--- config.mk ---
export PLATFORM = sky130hd
export DESIGN_NAME = sysclk_dist_ctrl
export DESIGN_NICKNAME = d
export VERILOG_FILES = /design/src/core/sysclk_dist_pkg.sv /design/src/core/chan_divider.sv /design/src/core/sysclk_dist_ctrl.sv
export SDC_FILE = /design/constraint.sdc
export NUM_CORES = 1
export LEC_CHECK = 0
export ABC_AREA = 1
export BUFFER_PORTS_ARGS = -buffer_cell sky130_fd_sc_hd__buf_2
export CORE_MARGIN = 2
export CORE_UTILIZATION = 57
export DETAILED_ROUTE_END_ITERATION = 16
export GPL_TIMING_DRIVEN = 0
export PLACE_DENSITY = 0.74
export SETUP_SLACK_MARGIN = 0.2
export SLEW_MARGIN = 20
export SYNTH_ARGS = -nofsm -noshare
export SYNTH_HDL_FRONTEND = slang
export SYNTH_SLANG_ARGS = --single-unit
--- constraint.sdc ---
create_clock -name clk -period 4.5 [get_ports clk]
set_input_delay 0.45 -clock clk [delete_from_list [all_inputs] [get_ports clk]]
set_output_delay 0.45 -clock clk [all_outputs]
set_load 0.01 [all_outputs]
--- src/core/sysclk_dist_pkg.sv ---
package sysclk_dist_pkg;
	// ---------------------------------------------
	// Bus widths
	// ---------------------------------------------
	localparam int ADDR_W = 16;
	localparam int DATA_W = 8;
	// ---------------------------------------------
	// Register offsets
	// ---------------------------------------------
	localparam logic [15:0] OFS_MULT_CFG = 16'h0100;
	localparam logic [15:0] OFS_FB_DIV = 16'h0101;
	localparam logic [15:0] OFS_MULT_CTRL = 16'h0102;
	localparam logic [15:0] OFS_PERIOD_B0 = 16'h0103;
	localparam logic [15:0] OFS_PERIOD_B1 = 16'h0104;
	localparam logic [15:0] OFS_PERIOD_B2 = 16'h0105;
	localparam logic [15:0] OFS_DUR_B0 = 16'h0106;
	localparam logic [15:0] OFS_DUR_B1 = 16'h0107;
	localparam logic [15:0] OFS_DUR_B2 = 16'h0108;
	localparam logic [15:0] OFS_IRQ_MASK = 16'h0209;
	localparam logic [15:0] OFS_DIST_SET = 16'h0400;
	localparam logic [15:0] OFS_DIST_OE = 16'h0401;
	localparam logic [15:0] OFS_DIV0_B0 = 16'h0408;
	localparam logic [15:0] OFS_DIV1_B0 = 16'h040c;
	localparam logic [15:0] OFS_CAL_CTRL = 16'h0a02;
	localparam logic [15:0] OFS_SYS_STATUS = 16'h0d01;
	localparam logic [15:0] OFS_IRQ_MON = 16'h0d02;
	// ---------------------------------------------
	// Field positions
	// ---------------------------------------------
	localparam int CFG_EXT_LF_BIT = 7;
	localparam int CFG_CP_MODE_BIT = 6;
	localparam int CFG_CP_LSB = 3;
	localparam int CFG_LD_DIS_BIT = 2;
	localparam int CFG_LD_DIV_LSB = 0;
	localparam int CTRL_EN_BIT = 0;
	localparam int DIST_PD0_BIT = 0;
	localparam int DIST_PD1_BIT = 1;
	localparam int DIST_INV0_BIT = 2;
	localparam int DIST_INV1_BIT = 3;
	localparam int DIST_HF_RX_BIT = 4;
	localparam int OE_CH0_BIT = 0;
	localparam int OE_CH1_BIT = 1;
	localparam int CAL_BIT = 0;
	localparam int ST_LOCK_BIT = 0;
	localparam int ST_CAL_BIT = 1;
	localparam int ST_STABLE_BIT = 4;
	localparam int MON_CAL_BIT = 1;
	localparam int MASK_CAL_BIT = 1;
	// ---------------------------------------------
	// Reset values
	// ---------------------------------------------
	localparam logic [7:0] CFG_RST = 8'h18;
	localparam logic [7:0] FB_DIV_RST = 8'h28;
	localparam logic [7:0] CTRL_RST = 8'h00;
	localparam logic [23:0] PERIOD_RST = 24'h0f_4240;
	localparam logic [23:0] DUR_RST = 24'h00_0000;
	localparam logic [7:0] MASK_RST = 8'h00;
	localparam logic [7:0] DIST_SET_RST = 8'h00;
	localparam logic [7:0] DIST_OE_RST = 8'h00;
	localparam logic [31:0] DIV_RST = 32'h0000_0000;
	// ---------------------------------------------
	// Timing and counts
	// ---------------------------------------------
	localparam logic [40:0] FS_PER_MS = 41'h00e8_d4a5_1000;
	localparam logic [10:0] LD_BASE_RUN = 11'h080;
	localparam int CAL_CYCLES_DEF = 1024;
	typedef enum logic [1:0] {TM_IDLE, TM_COUNT, TM_DONE} timer_state_t;
endpackage : sysclk_dist_pkg

--- src/core/chan_divider.sv ---
`timescale 1ns/100ps
module chan_divider
	import sysclk_dist_pkg::*;
#(
	parameter int DIV_W = 30
) (
	input wire logic clk,
	input wire logic resetn,
	input wire logic hold,
	input wire logic [DIV_W-1:0] div_val,
	input wire logic enable_req,
	input wire logic invert,
	output logic out_hi,
	output logic out_lo
);
	// ---------------------------------------------
	// Period counter
	// ---------------------------------------------
	logic [DIV_W-1:0] cnt_r;
	logic [DIV_W-1:0] cnt_nxt;
	logic [DIV_W-1:0] half;
	logic [DIV_W:0] ratio;
	logic odd_ratio;
	logic en_act_r;
	logic en_use;
	logic hi_lvl;
	logic lo_lvl;

	assign ratio = {1'b0, div_val} + {{DIV_W{1'b0}}, 1'b1};
	assign half = ratio[DIV_W:1];
	assign odd_ratio = ratio[0];
	assign cnt_nxt = (cnt_r >= div_val) ? '0 : cnt_r + {{(DIV_W-1){1'b0}}, 1'b1};
	// Even: equal halves; odd: out_hi high half one input cycle longer, out_lo low half one input cycle longer
	assign lo_lvl = (cnt_nxt < half);
	assign hi_lvl = odd_ratio ? (cnt_nxt <= half) : (cnt_nxt < half);
	// Enable changes take effect only at period start
	assign en_use = (cnt_nxt == '0) ? enable_req : en_act_r;

	always_ff @(posedge clk or negedge resetn) begin
		if (!resetn) begin
			cnt_r <= '0;
		end else if (hold) begin
			cnt_r <= '0;
		end else begin
			cnt_r <= cnt_nxt;
		end
	end

	always_ff @(posedge clk or negedge resetn) begin
		if (!resetn) begin
			en_act_r <= 1'b0;
		end else if (hold) begin
			en_act_r <= 1'b0;
		end else begin
			en_act_r <= en_use;
		end
	end

	// ---------------------------------------------
	// Output phases, static level when stalled
	// ---------------------------------------------
	always_ff @(posedge clk or negedge resetn) begin
		if (!resetn) begin
			out_hi <= 1'b0;
			out_lo <= 1'b0;
		end else if (hold) begin
			out_hi <= invert;
			out_lo <= invert;
		end else begin
			out_hi <= (en_use & hi_lvl) ^ invert;
			out_lo <= (en_use & lo_lvl) ^ invert;
		end
	end
endmodule : chan_divider

--- src/core/sysclk_dist_ctrl.sv ---
// The plain strobed port was chosen for this implementation.
`timescale 1ns/100ps
module sysclk_dist_ctrl
	import sysclk_dist_pkg::*;
#(
	parameter int CAL_CYCLES = CAL_CYCLES_DEF,
	parameter int DIV_W = 30,
	parameter int DUR_W = 20
) (
	input wire logic clk,
	input wire logic resetn,
	input wire logic [ADDR_W-1:0] addr,
	input wire logic [DATA_W-1:0] wdata,
	input wire logic wr,
	input wire logic rd,
	output logic [DATA_W-1:0] rdata,
	input wire logic pfd_sample,
	input wire logic pfd_in_phase,
	output logic [2:0] cp_current_code,
	output logic ext_loop_filter,
	output logic multiplier_enable,
	output logic vco_cal_active,
	output logic sysclk_locked,
	output logic sysclk_stable,
	output logic ref_monitor_enable,
	output logic hf_receiver_select,
	output logic [1:0] driver_powerdown,
	output logic deep_sleep,
	output logic [1:0] out_hi,
	output logic [1:0] out_lo
);
	// ---------------------------------------------
	// Registers
	// ---------------------------------------------
	logic [7:0] cfg_r;
	logic [7:0] fb_div_r;
	logic [7:0] ctrl_r;
	logic [23:0] period_r;
	logic [23:0] dur_r;
	logic [7:0] mask_r;
	logic [7:0] dist_set_r;
	logic [7:0] dist_oe_r;
	logic [31:0] div0_r;
	logic [31:0] div1_r;
	logic [7:0] cal_ctrl_r;
	logic [7:0] rdata_nxt;
	logic [7:0] status;
	logic [7:0] monitor;

	function automatic logic [31:0] put_byte(input logic [31:0] cur, input logic [1:0] idx,
		input logic [7:0] val);
		logic [31:0] res;
		res = cur;
		res[idx*8 +: 8] = val;
		return res;
	endfunction : put_byte

	always_ff @(posedge clk or negedge resetn) begin
		if (!resetn) begin
			cfg_r <= CFG_RST;
			fb_div_r <= FB_DIV_RST;
			ctrl_r <= CTRL_RST;
			period_r <= PERIOD_RST;
			dur_r <= DUR_RST;
			mask_r <= MASK_RST;
			dist_set_r <= DIST_SET_RST;
			dist_oe_r <= DIST_OE_RST;
			div0_r <= DIV_RST;
			div1_r <= DIV_RST;
		end else if (wr) begin
			unique case (addr)
				OFS_MULT_CFG: cfg_r <= wdata;
				OFS_FB_DIV: fb_div_r <= wdata;
				OFS_MULT_CTRL: ctrl_r <= wdata;
				OFS_PERIOD_B0: period_r[7:0] <= wdata;
				OFS_PERIOD_B1: period_r[15:8] <= wdata;
				OFS_PERIOD_B2: period_r[23:16] <= wdata;
				OFS_DUR_B0: dur_r[7:0] <= wdata;
				OFS_DUR_B1: dur_r[15:8] <= wdata;
				OFS_DUR_B2: dur_r[23:16] <= wdata;
				OFS_IRQ_MASK: mask_r <= wdata;
				OFS_DIST_SET: dist_set_r <= wdata;
				OFS_DIST_OE: dist_oe_r <= wdata;
				OFS_DIV0_B0, OFS_DIV0_B0 + 16'h0001, OFS_DIV0_B0 + 16'h0002,
				OFS_DIV0_B0 + 16'h0003: begin
					div0_r <= put_byte(div0_r, addr[1:0], wdata);
				end
				OFS_DIV1_B0, OFS_DIV1_B0 + 16'h0001, OFS_DIV1_B0 + 16'h0002,
				OFS_DIV1_B0 + 16'h0003: begin
					div1_r <= put_byte(div1_r, addr[1:0], wdata);
				end
				default: ;
			endcase
		end
	end

	// ---------------------------------------------
	// Calibration trigger on set-then-clear
	// ---------------------------------------------
	logic cal_wr;
	logic cal_start;
	logic [31:0] cal_cnt_r;

	assign cal_wr = wr && (addr == OFS_CAL_CTRL);
	assign cal_start = cal_wr && cal_ctrl_r[CAL_BIT] && !wdata[CAL_BIT];

	always_ff @(posedge clk or negedge resetn) begin
		if (!resetn) begin
			cal_ctrl_r <= 8'h00;
		end else if (cal_wr) begin
			cal_ctrl_r <= {7'h00, wdata[CAL_BIT]};
		end
	end

	always_ff @(posedge clk or negedge resetn) begin
		if (!resetn) begin
			cal_cnt_r <= 32'h0000_0000;
			vco_cal_active <= 1'b0;
		end else if (cal_start) begin
			cal_cnt_r <= 32'(CAL_CYCLES - 1);
			vco_cal_active <= 1'b1;
		end else if (cal_cnt_r != 32'h0000_0000) begin
			cal_cnt_r <= cal_cnt_r - 32'h0000_0001;
		end else begin
			vco_cal_active <= 1'b0;
		end
	end

	// ---------------------------------------------
	// Charge pump, filter, enables
	// ---------------------------------------------
	function automatic logic [2:0] auto_cp(input logic [7:0] n);
		if (n < 8'h40) begin
			return 3'h1;
		end else if (n < 8'h80) begin
			return 3'h3;
		end
		return 3'h7;
	endfunction : auto_cp

	always_ff @(posedge clk or negedge resetn) begin
		if (!resetn) begin
			cp_current_code <= CFG_RST[CFG_CP_LSB +: 3];
			ext_loop_filter <= 1'b0;
			multiplier_enable <= 1'b0;
			hf_receiver_select <= 1'b0;
			driver_powerdown <= 2'b00;
			deep_sleep <= 1'b0;
		end else begin
			cp_current_code <= cfg_r[CFG_CP_MODE_BIT] ? cfg_r[CFG_CP_LSB +: 3]
				: auto_cp(fb_div_r);
			ext_loop_filter <= cfg_r[CFG_EXT_LF_BIT];
			multiplier_enable <= ctrl_r[CTRL_EN_BIT];
			hf_receiver_select <= dist_set_r[DIST_HF_RX_BIT];
			driver_powerdown <= {dist_set_r[DIST_PD1_BIT], dist_set_r[DIST_PD0_BIT]};
			deep_sleep <= dist_set_r[DIST_PD1_BIT] & dist_set_r[DIST_PD0_BIT];
		end
	end

	// ---------------------------------------------
	// Lock detector
	// ---------------------------------------------
	logic ld_enable;
	logic [10:0] ld_cnt_r;
	logic [10:0] ld_target;

	assign ld_enable = !cfg_r[CFG_LD_DIS_BIT] && multiplier_enable && !vco_cal_active;
	assign ld_target = LD_BASE_RUN << cfg_r[CFG_LD_DIV_LSB +: 2];

	always_ff @(posedge clk or negedge resetn) begin
		if (!resetn) begin
			ld_cnt_r <= 11'h000;
			sysclk_locked <= 1'b0;
		end else if (!ld_enable) begin
			ld_cnt_r <= 11'h000;
			sysclk_locked <= 1'b0;
		end else if (pfd_sample) begin
			if (!pfd_in_phase) begin
				ld_cnt_r <= 11'h000;
				sysclk_locked <= 1'b0;
			end else if (ld_cnt_r + 11'h001 >= ld_target) begin
				ld_cnt_r <= ld_target;
				sysclk_locked <= 1'b1;
			end else begin
				ld_cnt_r <= ld_cnt_r + 11'h001;
			end
		end
	end

	// ---------------------------------------------
	// Stability timer
	// ---------------------------------------------
	timer_state_t tm_state_r;
	logic [40:0] acc_r;
	logic [40:0] acc_sum;
	logic ms_tick;
	logic [DUR_W-1:0] ms_cnt_r;
	logic [DUR_W-1:0] dur_ms;
	logic tm_run;
	logic en_prev_r;
	logic en_fall;

	assign dur_ms = dur_r[DUR_W-1:0];
	assign tm_run = multiplier_enable ? sysclk_locked : 1'b1;
	assign en_fall = en_prev_r && !multiplier_enable;
	assign acc_sum = acc_r + {17'h0_0000, period_r};
	assign ms_tick = (acc_sum >= FS_PER_MS);

	always_ff @(posedge clk or negedge resetn) begin
		if (!resetn) begin
			en_prev_r <= 1'b0;
		end else begin
			en_prev_r <= multiplier_enable;
		end
	end

	always_ff @(posedge clk or negedge resetn) begin
		if (!resetn) begin
			tm_state_r <= TM_IDLE;
			acc_r <= '0;
			ms_cnt_r <= '0;
			sysclk_stable <= 1'b0;
		end else if (dur_ms == '0) begin
			tm_state_r <= TM_DONE;
			sysclk_stable <= 1'b1;
		end else if (!tm_run || en_fall) begin
			tm_state_r <= TM_IDLE;
			acc_r <= '0;
			ms_cnt_r <= '0;
			sysclk_stable <= 1'b0;
		end else begin
			unique case (tm_state_r)
				TM_IDLE: begin
					tm_state_r <= TM_COUNT;
					acc_r <= '0;
					ms_cnt_r <= '0;
					sysclk_stable <= 1'b0;
				end
				TM_COUNT: begin
					acc_r <= ms_tick ? acc_sum - FS_PER_MS : acc_sum;
					if (ms_tick) begin
						ms_cnt_r <= ms_cnt_r + {{(DUR_W-1){1'b0}}, 1'b1};
						if (ms_cnt_r + {{(DUR_W-1){1'b0}}, 1'b1} >= dur_ms) begin
							tm_state_r <= TM_DONE;
							sysclk_stable <= 1'b1;
						end
					end
				end
				TM_DONE: sysclk_stable <= 1'b1;
			endcase
		end
	end

	always_ff @(posedge clk or negedge resetn) begin
		if (!resetn) begin
			ref_monitor_enable <= 1'b0;
		end else begin
			ref_monitor_enable <= sysclk_stable;
		end
	end

	// ---------------------------------------------
	// Status and readback
	// ---------------------------------------------
	always_comb begin
		status = 8'h00;
		status[ST_LOCK_BIT] = sysclk_locked;
		status[ST_CAL_BIT] = vco_cal_active;
		status[ST_STABLE_BIT] = sysclk_stable;
		monitor = 8'h00;
		monitor[MON_CAL_BIT] = vco_cal_active & mask_r[MASK_CAL_BIT];
	end

	always_comb begin
		rdata_nxt = 8'h00;
		unique case (addr)
			OFS_MULT_CFG: rdata_nxt = cfg_r;
			OFS_FB_DIV: rdata_nxt = fb_div_r;
			OFS_MULT_CTRL: rdata_nxt = ctrl_r;
			OFS_PERIOD_B0: rdata_nxt = period_r[7:0];
			OFS_PERIOD_B1: rdata_nxt = period_r[15:8];
			OFS_PERIOD_B2: rdata_nxt = period_r[23:16];
			OFS_DUR_B0: rdata_nxt = dur_r[7:0];
			OFS_DUR_B1: rdata_nxt = dur_r[15:8];
			OFS_DUR_B2: rdata_nxt = dur_r[23:16];
			OFS_IRQ_MASK: rdata_nxt = mask_r;
			OFS_DIST_SET: rdata_nxt = dist_set_r;
			OFS_DIST_OE: rdata_nxt = dist_oe_r;
			OFS_DIV0_B0, OFS_DIV0_B0 + 16'h0001, OFS_DIV0_B0 + 16'h0002,
			OFS_DIV0_B0 + 16'h0003: rdata_nxt = div0_r[addr[1:0]*8 +: 8];
			OFS_DIV1_B0, OFS_DIV1_B0 + 16'h0001, OFS_DIV1_B0 + 16'h0002,
			OFS_DIV1_B0 + 16'h0003: rdata_nxt = div1_r[addr[1:0]*8 +: 8];
			OFS_CAL_CTRL: rdata_nxt = cal_ctrl_r;
			OFS_SYS_STATUS: rdata_nxt = status;
			OFS_IRQ_MON: rdata_nxt = monitor;
			default: rdata_nxt = 8'h00;
		endcase
	end

	always_ff @(posedge clk or negedge resetn) begin
		if (!resetn) begin
			rdata <= 8'h00;
		end else if (rd) begin
			rdata <= rdata_nxt;
		end else begin
			rdata <= 8'h00;
		end
	end

	// ---------------------------------------------
	// Output channels
	// ---------------------------------------------
	logic [1:0] oe_bits;
	logic [1:0] inv_bits;
	logic [DIV_W-1:0] div_vals [2];

	assign oe_bits = {dist_oe_r[OE_CH1_BIT], dist_oe_r[OE_CH0_BIT]};
	assign inv_bits = {dist_set_r[DIST_INV1_BIT], dist_set_r[DIST_INV0_BIT]};
	assign div_vals[0] = div0_r[DIV_W-1:0];
	assign div_vals[1] = div1_r[DIV_W-1:0];

	for (genvar ch = 0; ch < 2; ch++) begin : g_chan
		chan_divider #(
			.DIV_W(DIV_W)
		) u_div (
			.clk(clk),
			.resetn(resetn),
			.hold(deep_sleep),
			.div_val(div_vals[ch]),
			.enable_req(oe_bits[ch]),
			.invert(inv_bits[ch]),
			.out_hi(out_hi[ch]),
			.out_lo(out_lo[ch])
		);
	end
endmodule : sysclk_dist_ctrl

==> flow_summary.toml, run 1 <==
[status]
status = "finished clean"

[die]
die_w_um = 218
core_area_mm2 = 0.0453
rows = 78
io_pins = 55
die_area_mm2 = 0.0476
die_y_um = 218
start_util_pct = 57.7

[sta]
setup_slack_ns = 0.426
period_share_pct = 90.5
maxSlewHeadroom_pct = 34.4
worst_slew_pin_slew_ns = 0.984
finalSetupViolations = 0
hold_viol = 0
finalMaxSlewViolations = 0
max_freq_mhz = 245
skew_ns = 0.0251
period_needed_ns = 4.07
rsz0062_at_grt = "true"

[logic_synthesis]
ys_async_sr_fraction_pct = 100
avgSynthCellArea_um2 = 6.91
synth_cell_types = 57
ys_ff_latch = 355
yosysWarningCount = 0
yosysTopAreaCellShare_pct = 32.7
post-synth-top-count-cell = "nand2_1"
synth_top_area_cell = "dfrtp_1"
synthTopCellsByCount = "1002 x nand2_1, 481 x inv_1, 377 x nor2_1, 342 x dfrtp_1, 277 x o21ai_0"
synth-edff-count = 0
synth_nets = 3997
synth_ff_type = "dfrtp_1"
synth_area_leaders = "dfrtp_1 33%, nand2_1 14%, ha_1 8.8%, inv_1 6.9%, nor2_1 5.4%"
ys_seq_area_share_pct = 34.0
synth.cell_area_mm2 = 0.0261
syn_inst = 3782

[placement]
dp_cells = 4440
routabilityCongestion = 1.05
dp_hpwl_mm = 63.6
post-place-ws_ns = -0.527
port_buffers = 54

[global_routing]
grt_pass1_wl_mm = 128
grt_max_degree = 98
grt_use_total_pct = 34.2
grt_overflow = 0
grt_pass1_vias = 24400
antenna_found_initial = 0

[worst_setup_path]
r2r_setup_slack_ns = 0.43
cp_common_cell = "nand4_1"
cp_num_cells = 21
cp_top_family = "simple AND/OR/NAND/NOR gates"
path_cells = "ha_2 > nand4_1 > nor4_4 > nand3_2 > nor2_2 > nand3_1 > nor4_2 > nand4_1 > nor3_2 > nand3_1 > nor3_1 > nand2_1 > ha_1 > nand2_1 > nor2_1 > nand4_1 > buf_4 > o41ai_4 > nand4_1 > nand2_1 > inv_1"
r2r-start = "div0_r[1]"
critPathCapture = "g_chan[0].u_div.out_hi"
cp_max_fo = 4
critPathKind = "register to register"
startpoint = "div0_r[1]"
arrival_ns = 4.55
slowest_stage = "dfrtp_1"
critPathMaxStageDelay_ns = 0.42
rr_worst_depth = 21
start_kind = "register"
worstSetupEndpointType = "register"
timing.rr.end = "g_chan[0].u_div.out_hi"
required_ns = 4.98
path_buf_inv = 2

[layout]
drive_gt1_share_pct = 7.48
regArea_mm2 = 0.00891
area_growth_pct = 11.5
nNetsFinal = 4115
multiInputGateArea_mm2 = 0.0152
fin_cells = 4533
nFillCells = 4232

[clock_network]
numCtsBuffers = 42
cts_tree = "yes"
htree_num_levels = 2
max-clock-path-buffers = 3
clkTransAtPathRegs_ns = 0.06
clk_latency_ns = 0.61
cts_sinks = 355
root_buffer = "clkbuf_16"

[routing]
wl_per_cell_um = 17.9
ant_nets = 0
num_vias = 25800
dr.pass1.iters = 6
drt_wl_total_mm = 81.0
drc = 0
drt_iter0_markers = 2415
vias_per_cell = 5.69

[power]
worst_ir_drop_vdd_uv = 272
p_per_area_mw_per_mm2 = 241
leakagePower_nw = 13.9
p_total_w = 0.00703

[worst_hold_path]
min_path_type = "primary input to register"

[flow_run]
maxCapViolations = 0
[layout by cell type, fill, tap and decap left out, types with 7 or more instances in the layout]
master / instances
a211oi_1: 7
a21oi_1: 191
a221oi_1: 18
a22o_1: 10
a31oi_1: 8
buf_2: 57
buf_4: 24
clkbuf_1: 63
clkbuf_16: 42
dfrtp_1: 336
dfstp_2: 13
ha_1: 181
inv_1: 477
inv_2: 10
nand2_1: 1001
nand2_2: 19
nand3_1: 224
nand3_2: 12
nand3b_1: 10
nand4_1: 74
nor2_1: 362
nor2_2: 25
nor3_1: 131
nor3_2: 9
nor4_1: 33
nor4_2: 7
o211ai_1: 9
o21ai_0: 274
o21ai_1: 43
o22ai_1: 13
xnor2_1: 15
xor2_1: 104
[worst min path at each step]
stage               cells past startpoint          start  slack (ns)            endpoint
floorplan                               0         resetn        0.15            acc_r[0]
global placement                        0  dist_set_r[4]        0.40  hf_receiver_select
detailed placement                      0  dist_set_r[4]        0.41  hf_receiver_select
CTS                                     3             rd        0.18            rdata[0]
global route                            3             rd        0.20            rdata[0]
finish                                  3             rd        0.20            rdata[0]
[worst reg2reg max path, delay by kind of cell, from the launching register on]
kind / cells / cell delay [ns]
flops: 1 / 0.42
simple gates: 16 / 2.42
compound gates: 1 / 0.37
buf+inv: 2 / 0.22
fa+ha+maj: 2 / 0.53
[layout make-up]
cell class / instances / share of cell area [%]
Multi-Input combinational cell: 2847 / 52.3
Sequential cell: 355 / 30.6
Inverter: 492 / 6.33
Clock buffer: 53 / 3.95
Tap cell: 600 / 2.58
Timing Repair Buffer: 74 / 1.69
Buffer: 88 / 1.51
Clock inverter: 23 / 1.09
Antenna cell: 1 / 0.00858
[through the flow]
stage / hold WS (ns) / util (%) / TNS, ns / area [um2]
2_1_floorplan: 0.154 / - / 0 / 26100
3_3_place_gp: 0.404 / 60.0 / -1386.84 / 27200
3_5_place_dp: 0.406 / 60.2 / -1.49 / 27300
4_1_cts: 0.179 / 63.5 / 0 / 28800
5_1_grt: 0.204 / 64.4 / 0 / 29200
6_report: 0.197 / 64.4 / 0 / 29200
[metal layers]
metal / share of wire [%] / track usage (%)
met4: 4.2 / 14.3
met3: 6.9 / 5.00
met2: 47 / 57.8
met5: 0 / 0
met1: 42 / 43.8
[state kept, by name, summed over array words and instances, names as in the netlist, 3 cells and up]
| register | cells |
|---|---|
| ld_cnt_r | 11 |
| period_r | 24 |
| cp_current_code | 3 |
| cal_cnt_r | 32 |
| dur_r | 24 |
| rdata | 8 |
| acc_r | 41 |
| dist_set_r | 8 |
| ms_cnt_r | 20 |
| dist_oe_r | 8 |
| div0_r | 32 |
| mask_r | 8 |
| g_chan.u_div.cnt_r | 60 |
| div1_r | 32 |
| cfg_r | 8 |
| fb_div_r | 8 |
| ctrl_r | 8 |
[where the power goes]
| part | total [W] | internal, W | switching (W) |
|---|---|---|---|
| logic | 0.000193 | 0.0000357 | 0.000158 |
| clock network | 0.00364 | 0.00213 | 0.00151 |
| registers | 0.00320 | 0.00319 | 0.00000136 |
[repair_timing]
item | CTS | global route
hold endpoints to repair | 80 | 0
endpoints found under the setup margin | 4 | 63
pin swaps | 0 | 16
gates resized for setup | 14 | 76
buffers inserted | 0 | 15
hold buffers | 1 | 0
[logic make-up (layout without fill, tap and decap cells)]
family	after synthesis	in the layout	synth area share, %
fa+ha+maj	185	185	8.88
flops	355	355	34.0
xor+xnor	120	120	4.02
simple gates	1927	1927	31.5
compound gates	615	615	13.0
other cells	0	1	0
buf+inv	580	730	8.57
Note: power is estimated with default switching activity, not from simulation.
==> inputs of run 2 (changes only) <==
- CELL_PAD_IN_SITES_DETAIL_PLACEMENT: default -> 0
- CELL_PAD_IN_SITES_GLOBAL_PLACEMENT: default -> 1
- CORE_UTILIZATION: 57 -> 47
- PLACE_DENSITY: 0.74 -> default
- PLACE_DENSITY_LB_ADDON: default -> 0.1
==> flow_summary.toml, run 2 (synthesis results as in run 1) <==
[worst_setup_path]
arrival_ns = 4.55
start_kind = "register"
critPathMaxStageDelay_ns = 0.45
critPathKind = "register to register"
slowest_stage = "dfrtp_1"
cp_max_fo = 10
path_cells = "inv_1 > ha_1 > nand2_1 > nor4_1 > nand4_1 > nand3_1 > clkbuf_4 > buf_6 > clkbuf_4 > nor2_1 > ha_1 > nand2_1 > nor2_1 > a211oi_1 > o21ai_0 > nand3_1 > a31oi_2 > nor2_2 > inv_1 > o41ai_4 > nand3_1 > nand2_1 > nand2_1 > inv_1"
cp_common_cell = "nand2_1"
required_ns = 4.98
worstSetupEndpointType = "register"

[die]
core_area_mm2 = 0.0551
die_w_um = 240
die_area_mm2 = 0.0575
io_pins = 55
die_y_um = 240
start_util_pct = 47.4
rows = 86

[routing]
wl_met1_mm = 37.8
ant_nets = 0
drt_iter0_markers = 1838
wl_per_cell_um = 18.2
top_layer = "met4"
drc = 0
vias_per_cell = 5.37
dr.pass1.iters = 6
wl_met3_mm = 5.50
wl_met2_mm = 39.6
num_vias = 25200
drt_wl_total_mm = 85.7

[sta]
skew_ns = 0.0166
worst_slew_pin_slew_ns = 1.02
rsz0062_at_grt = "true"
timing.setup.tns_ns = 0
finalMaxSlewViolations = 0
max_freq_mhz = 245
maxSlewHeadroom_pct = 31.2
hold_viol = 0
finalSetupViolations = 0
holdWs_ns = 0.230
period_share_pct = 90.5
period_needed_ns = 4.07

[layout]
stdcell_area_mm2 = 0.0296
nNetsFinal = 4124
multiInputGateArea_mm2 = 0.0154
nFillCells = 5583
area_growth_pct = 13.1
top_register = "g_chan.u_div.cnt_r"
reg.largest.list = "g_chan.u_div.cnt_r (60), acc_r (41)"
largest_register_ffs = 60
regArea_mm2 = 0.00891
layout_commonest_cell = "nand2_1"
layout_common_cells = "999 x nand2_1, 480 x inv_1, 356 x nor2_1"
drive_gt1_share_pct = 8.01

[global_routing]
grt_pass1_vias = 23600
antenna_found_initial = 3
grt_use_total_pct = 29.8
grt_overflow = 0
grt_max_degree = 98
grt_pass1_wl_mm = 133

[power]
worst_ir_drop_vdd_uv = 277
p_per_area_mw_per_mm2 = 239
leakagePower_nw = 13.9

[status]
status = "finished clean"

[clock_network]
clk_latency_ns = 0.59
clkTransAtPathRegs_ns = 0.06
htree_num_levels = 2
root_buffer = "clkbuf_16"
cts_tree = "yes"
numCtsBuffers = 44
cts_sinks = 355
max-clock-path-buffers = 3

[worst_hold_path]
min_path_type = "primary input to register"

[placement]
port_buffers = 54
dp_hpwl_mm = 68.1
dpl_cell_area_mm2 = 0.0275
routabilityCongestion = 0.970

[flow_run]
maxCapViolations = 0
run 2: cell types whose count changed in the layout (fill, tap and decap cells not counted), moves of 3 or more:
cell,delta
inv_2,-3
buf_4,+8
nor2_1,-6
ha_1,-8
clkbuf_1,+5
inv_6,+3
clkinvlp_4,-3
ha_4,+7
clkbuf_8,+5
inv_1,+3
nor2_2,+4
run 2: layer usage:
metal	up-vias	global-route usage, %
li1	12800	-
met5	-	0
met2	673	49.3
met1	11700	39.9
met3	142	4.55
met4	0	9.62
run 2: repair_timing:
| item | 4_1_cts | 5_1_grt |
|---|---|---|
| hold endpoints to repair | 50 | 0 |
| setup endpoints to repair | 17 | 61 |
| gates resized for setup | 22 | 92 |
| pin swaps | 0 | 28 |
| setup buffers | 0 | 21 |
| hold buffers | 1 | 0 |
run 2: stage by stage:
| stage | total power [W] | worst slack (ns) | std cells | utilization [%] |
|---|---|---|---|---|
| 2_1_floorplan | 0.00331 | 0.678 | 3782 | - |
| 3_3_place_gp | 0.00344 | -4.28 | 4584 | 49.6 |
| 3_5_place_dp | 0.00345 | -0.602 | 4589 | 49.9 |
| 4_1_cts | 0.00716 | 0.177 | 4671 | 52.7 |
| 5_1_grt | 0.00731 | 0.0898 | 4695 | 53.7 |
| 6_report | 0.00708 | 0.427 | 4695 | 53.7 |
run 2: power by group:
part / internal, W / switching, W
clock: 0.00218 / 0.00151
combinational: 0.0000384 / 0.000165
sequential: 0.00320 / 0.00000133
total: 0.00541 / 0.00167
run 2: area by class of cell:
type,count,share of cell area (%)
plain buffers,88,1.49
well taps,748,3.16
inverters,492,6.24
flip-flops and latches,355,30.1
clock inverters,16,0.694
clock buffers,65,4.36
diodes,3,0.0254
repair buffers,81,1.91
multi-input cells,2847,52.0
run 2: path summary, 6_finish.rpt:
kind,startpoint,end,slack (ns),depth (start not counted)
worst max-delay path,div0_r[13],g_chan[0].u_div.out_hi,0.43,24
worst min-delay path,pfd_sample,ld_cnt_r[10],0.23,4
worst max register to register,div0_r[13],g_chan[0].u_div.out_hi,0.43,24
worst min register to register,dist_set_r[4],hf_receiver_select,0.44,0
max in group asynchronous,resetn,cp_current_code[1],2.90,4
min in group asynchronous,resetn,g_chan[1].u_div.cnt_r[4],0.35,2
run 2: critical path, delay by kind of cell, from the launching register on:
kind                     cells  cell delay [ns]
buffers and inverters        6             0.88
AND/OR/NAND/NOR             12             1.41
AO/OA/AOI/OAI                4             0.58
flip-flops                   1             0.45
adder cells (fa/ha/maj)      2             0.62
